$ cat config.mk
export PLATFORM = sky130hd
export DESIGN_NAME = das_seq_ctrl
export DESIGN_NICKNAME = d
export VERILOG_FILES = /design/src/verilog/das_seq_pkg.sv /design/src/verilog/das_seq_ctrl.sv
export VERILOG_INCLUDE_DIRS = /design/src /design/src/verilog
export SDC_FILE = /design/constraint.sdc
export NUM_CORES = 2
export LEC_CHECK = 0
export BUFFER_PORTS_ARGS = -buffer_cell sky130_fd_sc_hd__buf_2
export CORE_AREA = 5 5 252 352
export CTS_CLUSTER_SIZE = 25
export DETAILED_ROUTE_END_ITERATION = 16
export DIE_AREA = 0 0 257 357
export PLACE_DENSITY = 0.8
export SYNTH_ARGS = -nofsm -noshare
export SYNTH_HDL_FRONTEND = slang
export SYNTH_SLANG_ARGS = --single-unit
$ cat constraint.sdc
create_clock -name CLK -period 4.3 [get_ports CLK]
set_clock_uncertainty 0.15 [all_clocks]
set_input_delay 0.43 -clock CLK [delete_from_list [all_inputs] [get_ports CLK]]
set_output_delay 0.43 -clock CLK [all_outputs]
set_load 0.01 [all_outputs]
$ cat src/verilog/das_seq_regs.svh
// Purpose: Offsets, field positions, reset values and counts for the sequencer control block.
// Assumes: APB byte addresses, one 32-bit word per register.
// Notes: Definitions only; included by bare name.
//
// What this block does
// - Three modes: 12-bit, 8-bit conversion, watchdog compare
// - Watchdog compares limits, never writes a result
// - Out-of-limit sample raises limit fault
// - Eight interrupt sources, each individually maskable
// - Chip select access suspends internal sequencing
// - Eight 48-bit words, three 16-bit sections
// - 2-bit section pointer selects RAM section
// - Start at 0, then loop or pause
// - Repeat until stopped, FIFO full, or count
// - Result FIFO of 32 16-bit entries
// - FIFO read-only through one address
// - Pointers advance and wrap 31 to 0
// - Write and read pointers are independent
// - Config write: start, reset, standby, calibrate, section
// - Programmable FIFO count raises data ready
// - Programmable instruction number raises interrupt before it
// - Status bits set regardless of enable
// - Status registers clear on read or reset
// - 16-bit timer delays selected instructions
// - Each limit section is high or low
// - Start bit one starts, zero stops
`ifndef DAS_SEQ_REGS_SVH
`define DAS_SEQ_REGS_SVH

// ----------------------------------------
// Register offsets
// ----------------------------------------
`define CFG_ADDR 8'h00
`define INTEN_ADDR 8'h04
`define INTST_ADDR 8'h08
`define TIMER_ADDR 8'h0C
`define FIFO_ADDR 8'h10
`define LIMST_ADDR 8'h14
`define RAM_BASE 8'h20

// ----------------------------------------
// Field positions
// ----------------------------------------
`define CFG_START 0
`define CFG_RESET 1
`define CFG_STBY 2
`define CFG_CALFULL 3
`define CFG_CALOFS 4
`define CFG_PTR_LO 5
`define CFG_PTR_HI 6
`define CFG_CNTSTOP 7
`define INS_LOOP 0
`define INS_PAUSE 1
`define INS_DELAY 2
`define INS_MODE_LO 3
`define INS_MODE_HI 4
`define INS_CHAN_LO 5
`define INS_CHAN_HI 7
`define LIM_VAL_HI 8
`define LIM_HIGH 9
`define IE_INSTR_LO 8
`define IE_INSTR_HI 10
`define IE_COUNT_LO 11
`define IE_COUNT_HI 16
`define ST_LIMIT 0
`define ST_INSTR 1
`define ST_DRDY 2
`define ST_PAUSE 3
`define ST_FULL 4
`define ST_CAL 5
`define ST_STBY 6
`define ST_CYCLE 7

// ----------------------------------------
// Reset values and counts
// ----------------------------------------
`define INTEN_RST 17'h00000
`define TIMER_RST 16'h0000
`define FIFO_DEPTH 6'h20
`define LAST_INSTR 3'h7

`endif

$ cat src/verilog/das_seq_pkg.sv
// Purpose: Types shared by the sequencer control block and its bench.
// Assumes: APB with 8-bit byte address and 32-bit data.
// Notes: Offsets and fields live in das_seq_regs.svh.
package das_seq_pkg;

  // ----------------------------------------
  // Bus carriers
  // ----------------------------------------
  typedef struct packed {
    logic psel;
    logic penable;
    logic pwrite;
    logic [7:0] paddr;
    logic [31:0] pwdata;
  } apb_req_t;

  typedef struct packed {
    logic [31:0] prdata;
    logic pready;
    logic pslverr;
  } apb_rsp_t;

  // ----------------------------------------
  // Converter request and modes
  // ----------------------------------------
  typedef enum logic [1:0] {
    M_CONV12 = 2'b00,
    M_CONV8 = 2'b01,
    M_WATCH = 2'b10
  } conv_mode_t;

  typedef struct packed {
    logic start;
    logic [1:0] mode;
    logic [2:0] chan;
  } conv_req_t;

  typedef enum logic [4:0] {
    S_IDLE = 5'b00001,
    S_PREP = 5'b00010,
    S_DELAY = 5'b00100,
    S_CONV = 5'b01000,
    S_CAL = 5'b10000
  } seq_state_t;

endpackage : das_seq_pkg

$ cat src/verilog/das_seq_ctrl.sv
// Purpose: Instruction sequencer, watchdog compare, result FIFO and status for the converter.
// Assumes: Analog converter outside; it answers each start with one CONV_DONE pulse.
// Notes: APB slave, one wait state on every access.
//
// Decided for this implementation: the placing of the registers and the APB slave port.
`timescale 1ns/1ps
`include "das_seq_regs.svh"

module das_seq_ctrl (
  input wire logic CLK,
  input wire logic SYS_RST,
  input wire das_seq_pkg::apb_req_t APB_REQ,
  output das_seq_pkg::apb_rsp_t APB_RSP,
  input wire logic CONV_DONE,
  input wire logic [15:0] CONV_RESULT,
  input wire logic CAL_DONE,
  output das_seq_pkg::conv_req_t CONV_REQ,
  output logic CAL_START,
  output logic CAL_FULL,
  output logic STANDBY,
  output logic INT_OUT
);
  import das_seq_pkg::*;

  // ----------------------------------------
  // State
  // ----------------------------------------
  logic run_q, run_d, stby_q, stby_d, cstop_q, cstop_d;
  logic [1:0] ptr_q, ptr_d;
  logic [16:0] inten_q, inten_d;
  logic [15:0] timer_q, timer_d, dly_q, dly_d;
  logic [7:0] stat_q, stat_d, stat_set;
  logic [15:0] lstat_q, lstat_d, lstat_set;
  logic [15:0] ins_q [0:7];
  logic [15:0] ins_d [0:7];
  logic [15:0] lim1_q [0:7];
  logic [15:0] lim1_d [0:7];
  logic [15:0] lim2_q [0:7];
  logic [15:0] lim2_d [0:7];
  logic [15:0] fifo_q [0:31];
  logic [15:0] fifo_d [0:31];
  logic [4:0] wptr_q, wptr_d, rptr_q, rptr_d;
  logic [5:0] cnt_q, cnt_d;
  seq_state_t state_q, state_d;
  logic [2:0] idx_q, idx_d;
  logic res_pend_q, res_pend_d, cal_pend_q, cal_pend_d;
  logic [15:0] res_q, res_d;
  apb_rsp_t rsp_q, rsp_d;
  conv_req_t conv_q, conv_d;
  logic cal_start_q, cal_start_d, cal_full_q, cal_full_d, irq_q, irq_d;

  // Strobes; the assertions watch fifo_push, fifo_pop, dev_rst, cfg_wr and stat_rd
  logic acc, done, hit, fifo_push, fifo_pop, dev_rst, cfg_wr, stat_rd, lstat_rd;
  logic [31:0] rd_data;
  logic [15:0] cur_ins;
  logic f1, f2;

  // Sample beyond one limit; bit 9 picks high or low sense
  function automatic logic out_of_limit(input logic [15:0] smp, input logic [15:0] lim);
    logic signed [15:0] s;
    logic signed [15:0] l;
    s = smp;
    l = {{7{lim[`LIM_VAL_HI]}}, lim[`LIM_VAL_HI:0]};
    out_of_limit = lim[`LIM_HIGH] ? (s > l) : (s < l);
  endfunction : out_of_limit

  // Pointer step, wraps 31 to 0 by width
  function automatic logic [4:0] ptr_next(input logic [4:0] p);
    ptr_next = p + 5'h01;
  endfunction : ptr_next

  // ----------------------------------------
  // Next-state logic
  // ----------------------------------------
  always_comb begin
    run_d = run_q;
    stby_d = stby_q;
    cstop_d = cstop_q;
    ptr_d = ptr_q;
    inten_d = inten_q;
    timer_d = timer_q;
    dly_d = dly_q;
    ins_d = ins_q;
    lim1_d = lim1_q;
    lim2_d = lim2_q;
    fifo_d = fifo_q;
    wptr_d = wptr_q;
    rptr_d = rptr_q;
    state_d = state_q;
    idx_d = idx_q;
    res_d = res_q;
    res_pend_d = res_pend_q;
    cal_pend_d = cal_pend_q;
    cal_full_d = cal_full_q;
    cal_start_d = 1'b0;
    conv_d = conv_q;
    conv_d.start = 1'b0;
    rsp_d = rsp_q;
    rsp_d.pready = 1'b0;
    rsp_d.pslverr = 1'b0;
    stat_set = 8'h00;
    lstat_set = 16'h0000;
    fifo_push = 1'b0;
    fifo_pop = 1'b0;
    dev_rst = 1'b0;
    cfg_wr = 1'b0;
    stat_rd = 1'b0;
    lstat_rd = 1'b0;
    hit = 1'b1;
    rd_data = 32'h00000000;
    cur_ins = ins_q[idx_q];
    f1 = out_of_limit(res_q, lim1_q[idx_q]);
    f2 = out_of_limit(res_q, lim2_q[idx_q]);

    // Converter answers are caught even while frozen, so none is lost
    if (CONV_DONE) begin
      res_pend_d = 1'b1;
      res_d = CONV_RESULT;
    end
    if (CAL_DONE) begin
      cal_pend_d = 1'b1;
    end

    // Read mux, decoded in the access cycle
    if (APB_REQ.paddr == `CFG_ADDR) begin
      rd_data = {24'h000000, cstop_q, ptr_q, 2'b00, stby_q, 1'b0, run_q};
    end else if (APB_REQ.paddr == `INTEN_ADDR) begin
      rd_data = {15'h0000, inten_q};
    end else if (APB_REQ.paddr == `INTST_ADDR) begin
      rd_data = {24'h000000, stat_q};
    end else if (APB_REQ.paddr == `TIMER_ADDR) begin
      rd_data = {16'h0000, timer_q};
    end else if (APB_REQ.paddr == `FIFO_ADDR) begin
      rd_data = (cnt_q != 6'h00) ? {16'h0000, fifo_q[rptr_q]} : 32'h00000000;
    end else if (APB_REQ.paddr == `LIMST_ADDR) begin
      rd_data = {16'h0000, lstat_q};
    end else if (APB_REQ.paddr[7:5] == `RAM_BASE >> 5 && APB_REQ.paddr[1:0] == 2'b00) begin
      if (ptr_q == 2'b00) begin
        rd_data = {16'h0000, ins_q[APB_REQ.paddr[4:2]]};
      end else if (ptr_q == 2'b01) begin
        rd_data = {16'h0000, lim1_q[APB_REQ.paddr[4:2]]};
      end else if (ptr_q == 2'b10) begin
        rd_data = {16'h0000, lim2_q[APB_REQ.paddr[4:2]]};
      end
    end else begin
      hit = 1'b0;
    end

    // Bus: answer one cycle after the access phase opens
    acc = APB_REQ.psel && APB_REQ.penable && !rsp_q.pready;
    done = APB_REQ.psel && APB_REQ.penable && rsp_q.pready;
    if (acc) begin
      rsp_d.pready = 1'b1;
      rsp_d.pslverr = !hit;
      rsp_d.prdata = APB_REQ.pwrite ? 32'h00000000 : rd_data;
    end

    // Read side effects at the completing edge
    if (done && !APB_REQ.pwrite) begin
      if (APB_REQ.paddr == `FIFO_ADDR && cnt_q != 6'h00) begin
        fifo_pop = 1'b1;
      end
      stat_rd = (APB_REQ.paddr == `INTST_ADDR);
      lstat_rd = (APB_REQ.paddr == `LIMST_ADDR);
    end

    // Writes take effect at the completing edge
    if (done && APB_REQ.pwrite && hit) begin
      if (APB_REQ.paddr == `CFG_ADDR) begin
        cfg_wr = 1'b1;
        run_d = APB_REQ.pwdata[`CFG_START];
        stby_d = APB_REQ.pwdata[`CFG_STBY];
        cstop_d = APB_REQ.pwdata[`CFG_CNTSTOP];
        ptr_d = APB_REQ.pwdata[`CFG_PTR_HI:`CFG_PTR_LO];
        dev_rst = APB_REQ.pwdata[`CFG_RESET];
        if (APB_REQ.pwdata[`CFG_STBY] && !stby_q) begin
          stat_set[`ST_STBY] = 1'b1;
        end
        if ((APB_REQ.pwdata[`CFG_CALFULL] || APB_REQ.pwdata[`CFG_CALOFS]) && state_q == S_IDLE) begin
          cal_start_d = 1'b1;
          cal_full_d = APB_REQ.pwdata[`CFG_CALFULL];
          cal_pend_d = 1'b0;
          state_d = S_CAL;
        end
      end else if (APB_REQ.paddr == `INTEN_ADDR) begin
        inten_d = APB_REQ.pwdata[16:0];
      end else if (APB_REQ.paddr == `TIMER_ADDR) begin
        timer_d = APB_REQ.pwdata[15:0];
      end else if (APB_REQ.paddr[7:5] == `RAM_BASE >> 5) begin
        if (ptr_q == 2'b00) begin
          ins_d[APB_REQ.paddr[4:2]] = APB_REQ.pwdata[15:0];
        end else if (ptr_q == 2'b01) begin
          lim1_d[APB_REQ.paddr[4:2]] = APB_REQ.pwdata[15:0];
        end else if (ptr_q == 2'b10) begin
          lim2_d[APB_REQ.paddr[4:2]] = APB_REQ.pwdata[15:0];
        end
      end
    end

    // Sequencer; frozen while selected or in standby
    if (!APB_REQ.psel && !stby_q) begin
      case (state_q)
        S_IDLE: begin
          if (run_q && cnt_q != `FIFO_DEPTH) begin
            state_d = S_PREP;
          end
        end
        S_PREP: begin
          if (!run_q) begin
            state_d = S_IDLE;
          end else begin
            if (idx_q == inten_q[`IE_INSTR_HI:`IE_INSTR_LO]) begin
              stat_set[`ST_INSTR] = 1'b1;
            end
            if (cur_ins[`INS_DELAY] && timer_q != 16'h0000) begin
              dly_d = timer_q;
              state_d = S_DELAY;
            end else begin
              conv_d = '{start: 1'b1, mode: cur_ins[`INS_MODE_HI:`INS_MODE_LO],
                         chan: cur_ins[`INS_CHAN_HI:`INS_CHAN_LO]};
              res_pend_d = 1'b0;
              state_d = S_CONV;
            end
          end
        end
        S_DELAY: begin
          dly_d = dly_q - 16'h0001;
          if (dly_q == 16'h0001) begin
            conv_d = '{start: 1'b1, mode: cur_ins[`INS_MODE_HI:`INS_MODE_LO],
                       chan: cur_ins[`INS_CHAN_HI:`INS_CHAN_LO]};
            res_pend_d = 1'b0;
            state_d = S_CONV;
          end
        end
        S_CONV: begin
          if (res_pend_q) begin
            res_pend_d = 1'b0;
            if (cur_ins[`INS_MODE_HI:`INS_MODE_LO] == M_WATCH) begin
              // Compare only; nothing reaches the FIFO
              lstat_set[idx_q] = f1;
              lstat_set[{1'b1, idx_q}] = f2;
              stat_set[`ST_LIMIT] = f1 || f2;
            end else if (cnt_q != `FIFO_DEPTH) begin
              fifo_push = 1'b1;
              if (cnt_q + 6'h01 == inten_q[`IE_COUNT_HI:`IE_COUNT_LO]) begin
                stat_set[`ST_DRDY] = 1'b1;
                if (cstop_q) begin
                  run_d = 1'b0;
                end
              end
              if (cnt_q + 6'h01 == `FIFO_DEPTH) begin
                stat_set[`ST_FULL] = 1'b1;
                run_d = 1'b0;
              end
            end
            // Last instruction either pauses or loops to zero
            if (cur_ins[`INS_PAUSE]) begin
              run_d = 1'b0;
              idx_d = 3'h0;
              stat_set[`ST_PAUSE] = 1'b1;
            end else if (cur_ins[`INS_LOOP] || idx_q == `LAST_INSTR) begin
              idx_d = 3'h0;
              stat_set[`ST_CYCLE] = 1'b1;
            end else begin
              idx_d = idx_q + 3'h1;
            end
            state_d = S_IDLE;
          end
        end
        S_CAL: begin
          if (cal_pend_q) begin
            cal_pend_d = 1'b0;
            stat_set[`ST_CAL] = 1'b1;
            state_d = S_IDLE;
          end
        end
        default: begin
          state_d = S_IDLE;
        end
      endcase
    end

    // FIFO pointers move only on their own side
    if (fifo_push) begin
      fifo_d[wptr_q] = res_q;
      wptr_d = ptr_next(wptr_q);
    end
    if (fifo_pop) begin
      rptr_d = ptr_next(rptr_q);
    end
    cnt_d = cnt_q + {5'h00, fifo_push} - {5'h00, fifo_pop};

    // Clear only bits the host saw; a new event wins
    stat_d = (stat_rd ? (stat_q & ~rsp_q.prdata[7:0]) : stat_q) | stat_set;
    lstat_d = (lstat_rd ? (lstat_q & ~rsp_q.prdata[15:0]) : lstat_q) | lstat_set;

    // Device reset clears pointers, flags and sequencing
    if (dev_rst) begin
      run_d = 1'b0;
      wptr_d = 5'h00;
      rptr_d = 5'h00;
      cnt_d = 6'h00;
      idx_d = 3'h0;
      state_d = S_IDLE;
      res_pend_d = 1'b0;
      cal_pend_d = 1'b0;
      cal_start_d = 1'b0;
      stat_d = 8'h00;
      lstat_d = 16'h0000;
    end

    irq_d = |(stat_d & inten_d[7:0]);
  end

  // ----------------------------------------
  // Registers
  // ----------------------------------------
  always_ff @(posedge CLK) begin
    if (SYS_RST) begin
      run_q <= 1'b0;
      stby_q <= 1'b0;
      cstop_q <= 1'b0;
      ptr_q <= 2'b00;
      inten_q <= `INTEN_RST;
      timer_q <= `TIMER_RST;
      dly_q <= 16'h0000;
      stat_q <= 8'h00;
      lstat_q <= 16'h0000;
      for (int i = 0; i < 8; i++) begin
        ins_q[i] <= 16'h0000;
        lim1_q[i] <= 16'h0000;
        lim2_q[i] <= 16'h0000;
      end
      for (int j = 0; j < 32; j++) begin
        fifo_q[j] <= 16'h0000;
      end
      wptr_q <= 5'h00;
      rptr_q <= 5'h00;
      cnt_q <= 6'h00;
      state_q <= S_IDLE;
      idx_q <= 3'h0;
      res_q <= 16'h0000;
      res_pend_q <= 1'b0;
      cal_pend_q <= 1'b0;
      rsp_q <= '0;
      conv_q <= '0;
      cal_start_q <= 1'b0;
      cal_full_q <= 1'b0;
      irq_q <= 1'b0;
    end else begin
      run_q <= run_d;
      stby_q <= stby_d;
      cstop_q <= cstop_d;
      ptr_q <= ptr_d;
      inten_q <= inten_d;
      timer_q <= timer_d;
      dly_q <= dly_d;
      stat_q <= stat_d;
      lstat_q <= lstat_d;
      ins_q <= ins_d;
      lim1_q <= lim1_d;
      lim2_q <= lim2_d;
      fifo_q <= fifo_d;
      wptr_q <= wptr_d;
      rptr_q <= rptr_d;
      cnt_q <= cnt_d;
      state_q <= state_d;
      idx_q <= idx_d;
      res_q <= res_d;
      res_pend_q <= res_pend_d;
      cal_pend_q <= cal_pend_d;
      rsp_q <= rsp_d;
      conv_q <= conv_d;
      cal_start_q <= cal_start_d;
      cal_full_q <= cal_full_d;
      irq_q <= irq_d;
    end
  end

  // Outputs straight from flops
  assign APB_RSP = rsp_q;
  assign CONV_REQ = conv_q;
  assign CAL_START = cal_start_q;
  assign CAL_FULL = cal_full_q;
  assign STANDBY = stby_q;
  assign INT_OUT = irq_q;

  // ----------------------------------------
  // Assertions
  // ----------------------------------------
  a_irq_follows_mask: assert property (@(posedge CLK) disable iff (SYS_RST)
    ##1 (INT_OUT == |(stat_q & inten_q[7:0])))
    else $error("interrupt output disagrees with enabled status");

  a_select_freezes_seq: assert property (@(posedge CLK) disable iff (SYS_RST)
    (APB_REQ.psel && !cfg_wr) |=> (state_q == $past(state_q)) && (idx_q == $past(idx_q)))
    else $error("sequencer moved while selected");

  a_watch_no_push: assert property (@(posedge CLK) disable iff (SYS_RST)
    (state_q == S_CONV && cur_ins[`INS_MODE_HI:`INS_MODE_LO] == M_WATCH) |-> !fifo_push)
    else $error("watchdog instruction wrote the FIFO");

  a_limit_fault_flag: assert property (@(posedge CLK) disable iff (SYS_RST)
    (state_q == S_CONV && res_pend_q && !APB_REQ.psel && !stby_q && (f1 || f2)
     && cur_ins[`INS_MODE_HI:`INS_MODE_LO] == M_WATCH) |=> stat_q[`ST_LIMIT])
    else $error("limit fault not flagged");

  a_wptr_wrap_zero: assert property (@(posedge CLK) disable iff (SYS_RST)
    (fifo_push && wptr_q == 5'h1F) |=> (wptr_q == 5'h00))
    else $error("write pointer did not wrap to zero");

  a_rptr_read_only: assert property (@(posedge CLK) disable iff (SYS_RST)
    (!fifo_pop && !dev_rst) |=> $stable(rptr_q))
    else $error("read pointer moved without a read");

  a_start_bit_runs: assert property (@(posedge CLK) disable iff (SYS_RST)
    (cfg_wr && APB_REQ.pwdata[`CFG_START] && !dev_rst) |=> run_q ##1 (state_q != S_CAL || $past(state_q) == S_CAL || $past(state_q) == S_IDLE))
    else $error("start bit did not start sequencer");

  a_full_stops_run: assert property (@(posedge CLK) disable iff (SYS_RST)
    (fifo_push && cnt_q == 6'h1F) |=> !run_q && stat_q[`ST_FULL])
    else $error("full FIFO did not stop sequencer");

  a_status_clear_read: assert property (@(posedge CLK) disable iff (SYS_RST)
    (stat_rd && stat_set == 8'h00) |=> ((stat_q & $past(rsp_q.prdata[7:0])) == 8'h00))
    else $error("status bits survived their read");

endmodule : das_seq_ctrl

# ---- Word level (Yosys, flattened, before mapping)
# Index checks and enable logic that the tools add are counted.
dict set report classes {
  addsub 7
  n_mul 0
  n_div 0
  magnitude_cmp 14
  eq_ne 24
  shift 0
  n_mux 149
  bitwise_logic 20
  n_reduce_logical 46
}
# op count
set op_table {}
lappend op_table {{512-bit bitwise mux} 1}
lappend op_table {{16-bit two-way mux} 26}
lappend op_table {{128-bit bitwise mux} 3}
lappend op_table {{16-bit binary-select mux with 3-bit select} 6}
lappend op_table {{16-bit binary-select mux with 5-bit select} 1}
lappend op_table {{16-bit demux with 5-bit select} 1}
lappend op_table {{1-bit two-way mux} 70}
lappend op_table {{8-bit two-way mux} 7}
lappend op_table {{17-bit two-way mux} 3}
lappend op_table {{16-bit demux with 3-bit select} 1}
lappend op_table {{5-bit two-way mux} 9}
lappend op_table {{10-bit two-way mux} 4}
lappend op_table {{16-bit by 9-bit > comparator with 1-bit output} 2}
lappend op_table {{16-bit by 9-bit < comparator with 1-bit output} 2}
lappend op_table {{16-bit case mux with 2 select lines} 1}
lappend op_table {{5-bit case mux with 5 select lines} 1}
lappend op_table {{6-bit two-way mux} 4}
lappend op_table {{1-bit logical AND} 17}
lappend op_table {{16-bit bitwise AND} 1}
lappend op_table {{16-bit by 8-bit bitwise AND with 16-bit output} 1}
lappend op_table {{8-bit bitwise AND} 2}
lappend op_table {{16-bit bitwise mux} 1}
lappend op_table {{16-bit by 1-bit equality test with 1-bit output (second input constant)} 1}
lappend op_table {{8-bit by 4-bit equality test with 1-bit output (second input constant)} 2}
lappend op_table {{other kinds (60)} 93}
dict set report word_totals {
  register_bits 1059
  latchBits 0
  mem_bits_rw 0
  rom_bits 0
  in_bits 63
  output_inout_bits 44
  wordCells 343
  n_memories 0
}

# ---- Longest topological paths before layout
dict set report depth {
  word_depth 20
  depth_mapped 20
  mapped_depth_nobuf 17
}

# ---- Least setup slack after synthesis
# OpenSTA, ideal clock, no wires.
dict set report synth_path {
  kind {register -> register}
  from {register idx_q[2]}
  to {register irq_q, in the netlist INT_OUT}
  setup_time_ps 101
  arrival_time_ps 4232
  slack_ps -183
  stages_incl_launch_ff 19
  period_less_slack_ps 4483
  path_cell_list {dfxtp_1 buf_2 buf_2 buf_2 inv_1 clkbuf_1 nor3_1 buf_2 a22oi_1 and4_1 ha_1 a41oi_1 o21ai_0 a221oi_1 nand3_1 o21a_1 a32oi_2 nor2b_1 o41ai_1}
}
dict set report synth_via {
  elab_chain_len 15
  elab_cells_between_ends 42
}
# element line
set synth_lines {}
lappend synth_lines {{from (decl)} das_seq_ctrl.sv:45} ;# logic [2:0] idx_q, idx_d;
lappend synth_lines {{from (signal assigned)} das_seq_ctrl.sv:368} ;# idx_q <= idx_d;
lappend synth_lines {{3-bit inverter with 4-bit output (implied by the code)} {das_seq_ctrl.sv:111, das_seq_ctrl.sv:112, das_seq_ctrl.sv:113}}
lappend synth_lines {{16-bit binary-select mux with 3-bit select, on equally long branches} {das_seq_ctrl.sv:112, das_seq_ctrl.sv:113}}
lappend synth_lines {{10-bit two-way mux, on equally long branches (2 in a row)} {das_seq_ctrl.sv:112, das_seq_ctrl.sv:113}}
lappend synth_lines {{16-bit by 9-bit < comparator with 1-bit output / 16-bit by 9-bit > comparator with 1-bit output (equally long branches)} das_seq_ctrl.sv:64} ;# out_of_limit = lim[`LIM_HIGH] ? (s > l) : (s < l);
lappend synth_lines {{1-bit two-way mux} das_seq_ctrl.sv:64}
lappend synth_lines {{1-bit logical OR} das_seq_ctrl.sv:242} ;# stat_set[`ST_LIMIT] = f1 || f2;
lappend synth_lines {{1-bit two-way mux} das_seq_ctrl.sv:238} ;# if (cur_ins[`INS_MODE_HI:`INS_MODE_LO] == M_WATCH) begin
lappend synth_lines {{1-bit two-way mux} das_seq_ctrl.sv:236} ;# if (res_pend_q) begin
lappend synth_lines {{1-bit two-way mux} das_seq_ctrl.sv:202} ;# case (state_q)
lappend synth_lines {{6-bit two-way mux} das_seq_ctrl.sv:201} ;# if (!APB_REQ.psel && !stby_q) begin
lappend synth_lines {{8-bit bitwise OR (*)} das_seq_ctrl.sv:294} ;# stat_d = (stat_rd ? (stat_q & ~rsp_q.prdata[7:0]) : stat_q) | stat_set;
lappend synth_lines {{8-bit two-way mux (*)} das_seq_ctrl.sv:298} ;# if (dev_rst) begin
lappend synth_lines {{8-bit bitwise AND (*)} das_seq_ctrl.sv:312} ;# irq_d = |(stat_d & inten_d[7:0]);
lappend synth_lines {{8-bit OR reduction (*)} das_seq_ctrl.sv:312}
lappend synth_lines {{to (signal assigned)} das_seq_ctrl.sv:376} ;# irq_q <= irq_d;
lappend synth_lines {{to (decl)} das_seq_ctrl.sv:50} ;# logic cal_start_q, cal_start_d, cal_full_q, cal_full_d, irq_q, irq_d;
# Mark *: on every way between the ends. The rest lies on a longest branch, timed or not. The select of a mux whose other input is x is not followed.
# A chain may end at the register's enable or synchronous reset.

# ---- Worst setup path in the final report
dict set report layout_path {
  from {register idx_q[1]}
  to {register fifo_q[476] (netlist bit)}
}
dict set report layout_via {
  elab_chain_len 9
}
# element line
set layout_lines {}
lappend layout_lines {{3-bit inverter with 4-bit output (implied by the code)} das_seq_ctrl.sv:111} ;# cur_ins = ins_q[idx_q];
lappend layout_lines {{16-bit binary-select mux with 3-bit select} das_seq_ctrl.sv:111}
lappend layout_lines {{8-bit two-way mux (implied by the code) (2 in a row)} das_seq_ctrl.sv:111}
lappend layout_lines {{2-bit equality test} das_seq_ctrl.sv:238}
lappend layout_lines {{1-bit two-way mux} das_seq_ctrl.sv:238}
lappend layout_lines {{1-bit two-way mux} das_seq_ctrl.sv:236}
lappend layout_lines {{1-bit two-way mux} das_seq_ctrl.sv:202}
lappend layout_lines {{1-bit two-way mux} das_seq_ctrl.sv:201}
lappend layout_lines {{to (signal assigned)} das_seq_ctrl.sv:363} ;# fifo_q <= fifo_d;
lappend layout_lines {{to (decl)} das_seq_ctrl.sv:40} ;# logic [15:0] fifo_q [0:31];
# Every way passes these cells. The select of a mux whose other input is x is not followed.

==> results.toml <==
[grt]
grt_usage_pct = 33.63
grt_pass1_wl_um = 242800
grt_pass1_vias = 41780
grt_start_max_net_pins = 218
gr-total-overflow = 0
antenna_found_initial = 8

[status]
status = "finished clean"

[synth]
synth.area.top_cells = "dfxtp_1 (43%), nand2_1 (15%), mux4_2 (11%), a21oi_1 (11%), clkbuf_1 (2.9%)"
syn_area_per_cell_um2 = 8.293
synth-warning-count = 0
synth_edf_count = 0
syn_inst = 5797
synth-xor-area-share_pct = 0.4919
synth.area.mux_share_pct = 14.04
ys_types = 76
yosysSeqAreaShare_pct = 43.48
synth_compound_area_share_pct = 15.31
synth-main-ff-cell = "dfxtp_1"
synth_seq_cells = 1044
synth-async-reset-ratio_pct = 0
synth-simple-area-share_pct = 20.30
ys_top_cells_by_count = "nand2_1 (1982), dfxtp_1 (1044), a21oi_1 (1010)"
synth_top_family_by_area = "simple AND/OR/NAND/NOR gates"
yosysMostFrequentCell = "nand2_1"
synthAdderAreaFrac_pct = 1.473
synth_top_area_share_pct = 43.48
yosysTopAreaCell = "dfxtp_1"
syn_area_um2 = 48070

[layout]
fill_cells = 7118
final_layout_size_suffix_gt1_share_pct = 12.48
syn2layout_area_growth_pct = 9.549
multiInputGateArea_um2 = 24950
seqCellArea_um2 = 20910
finalInstanceArea_um2 = 52660
fin_nets = 5764
fin_cells = 6829

[routing]
routed_wl_um = 161000
first_pass_iters = 9
route.detailed.drc = 0
drt_iter0_markers = 5290
vias_per_cell = 6.397
route.vias.total = 43690
ant_nets = 0
wire_per_inst_um = 23.57

[critical_path]
required_ns = 4.73
crit_path_top_delay_cell = "nor2_2"
startpoint_type = "flip-flop"
max_stage_delay_ns = 0.87
cp.arrival_ns = 4.59
cp_top_family = "simple AND/OR/NAND/NOR gates"
reg2reg_setup_slack_ns = 0.14
crit_chain = "buf_4 > mux2_2 > o211ai_1 > a21oi_1 > buf_4 > a21oi_4 > nand2_1 > nor2_2 > nand2_1 > a21oi_1"
critPathBufInv = 2
cp-end-kind = "flip-flop"
path_class = "flip-flop to flip-flop"
crit_fanout = 26

[clock_tree]
cts_tree = "done"
clock_latency_ns = 0.69
cts_root_buffer = "clkbuf_16"
cts_buffer_depth = 3
cts_sinks = 1044
clk_pin_slew_ns = 0.07
cts_max_level = 3
numCtsBuffers = 98

[pwr]
p_clk_share_pct = 46.3
swShare_pct = 23.13
max-vdd-ir-drop_mv = 0.4281
p_seq_share_pct = 49.7
power_frac_comb_pct = 4.0
intPower_uw = 15000
p_switching_uw = 4514
power.density_nw_per_um2 = 370.5
static-leakage-power_uw = 0.01695

[timing]
setup_tns_ns = 0
min_period_ns = 4.163
hold_violations = 0
holdWs_ns = 0.05171
setup_viol = 0
max_freq_mhz = 240.2
slew_violations = 0
period_share_pct = 96.81
worstMarginPinSlew_ns = 1.131
slew_headroom_pct = 24.56

[die]
core_region_area_um2 = 85170
die_h_um = 357
fp-row-count = 127
pin_count = 107
start_util_pct = 56.44
dieWidth_um = 257
die-area_um2 = 91750

[placed_design]
globalplace.congestion = 1.083
placed_area_um2 = 49090
portBuffers = 76
dpl.hpwl_um = 105300
placed_cells = 6622

[job]
drv_cap = 0

[min_path]
hp-class = "primary input to flip-flop"
-- through the flow --
stage	setup slack [ns]	total power, uW	util, %
detailed placement	0.01435	10640	57.64
CTS	0.04346	19510	61.77
global route	-0.06491	20010	61.82
finish	0.1370	19510	61.83
floorplan	0.03213	10400	-
global placement	0.05652	10640	57.64
-- sequential cells by signal (all words and copies together), names as in the netlist, 6 cells and up --
| name | flops |
|---|---|
| lim1_q | 128 |
| ins_q | 128 |
| dly_q | 16 |
| res_q | 16 |
| stat_q | 8 |
| APB_RSP | 19 |
| lim2_q | 128 |
| inten_q | 17 |
| timer_q | 16 |
| cnt_q | 6 |
| CONV_REQ | 6 |
| fifo_q | 512 |
| lstat_q | 16 |
-- final cells by class --
| type | count | area share [%] |
|---|---|---|
| clock inverters | 37 | 0.8410 |
| clock buffers | 146 | 5.476 |
| well taps | 1096 | 2.604 |
| diodes | 5 | 0.02376 |
| inverters | 43 | 0.3065 |
| flip-flops and latches | 1044 | 39.71 |
| repair buffers | 257 | 3.671 |
| multi-input cells | 4201 | 47.37 |
-- path summary, 6_finish.rpt --
check | start | to | depth (start not counted)
setup / recovery | idx_q[1] | fifo_q[476] | 10
hold / removal | APB_REQ[5] | inten_q[5] | 3
setup reg to reg | idx_q[1] | fifo_q[476] | 10
hold reg to reg | lim1_q[60] | lim1_q[60] | 2
-- power groups by stage --
| stage | logic (uW) | clock network, uW | registers [uW] |
|---|---|---|---|
| floorplan | 496 | 0 | 9900 |
| global placement | 731 | 0 | 9910 |
| detailed placement | 730 | 0 | 9910 |
| CTS | 749 | 9070 | 9700 |
| global route | 818 | 9500 | 9690 |
| finish | 787 | 9030 | 9700 |
-- per-layer routing --
layer / vias up / track usage, % / part of all wire [%]
met5: - / 0 / 0.032
met4: 6 / 28.86 / 11
met3: 808 / 7.519 / 10
met2: 2659 / 54.15 / 46
met1: 20680 / 37.84 / 33
li1: 19540 / - / -
-- worst reg2reg max path, stage by stage, from the launching register on --
cell	delay (ns)
dfxtp_1	0.46
buf_4	0.42
mux2_2	0.42
o211ai_1	0.17
a21oi_1	0.10
buf_4	0.16
a21oi_4	0.40
nand2_1	0.59
nor2_2	0.87
nand2_1	0.16
a21oi_1	0.18
-- kinds of logic after synthesis --
logic type / Yosys count
compound gates: 1322
xor+xnor: 27
fa+ha+maj: 56
buf+inv: 566
flops: 1044
mux: 380
other cells: 1
simple gates: 2401
-- layout by cell type, fill, tap and decap left out, types with 18 or more instances in the layout --
master	instances
nand2_1	1982
dfxtp_1	1039
a21oi_1	1010
mux4_2	235
nor2_1	156
buf_4	154
mux2i_1	139
clkbuf_16	99
a22oi_1	91
buf_2	72
o21ai_0	61
ha_1	55
nand3_1	44
inv_1	42
a221oi_1	39
nor2_2	30
o221ai_1	28
nor3_1	27
clkbuf_1	24
clkbuf_8	23
o22ai_1	21
clkinv_2	21
or3_1	19
dlygate4sd3_1	19
nand4_1	18
-- what timing repair did --
action | CTS | global route
endpoints found under the hold margin | 20 | 0
hold buffers | 19 | 0
pin swaps | 0 | 0
resized for setup | 2 | 7
setup buffers | 0 | 0
endpoints found under the setup margin | 2 | 10
(Power assumes the default switching activity.)
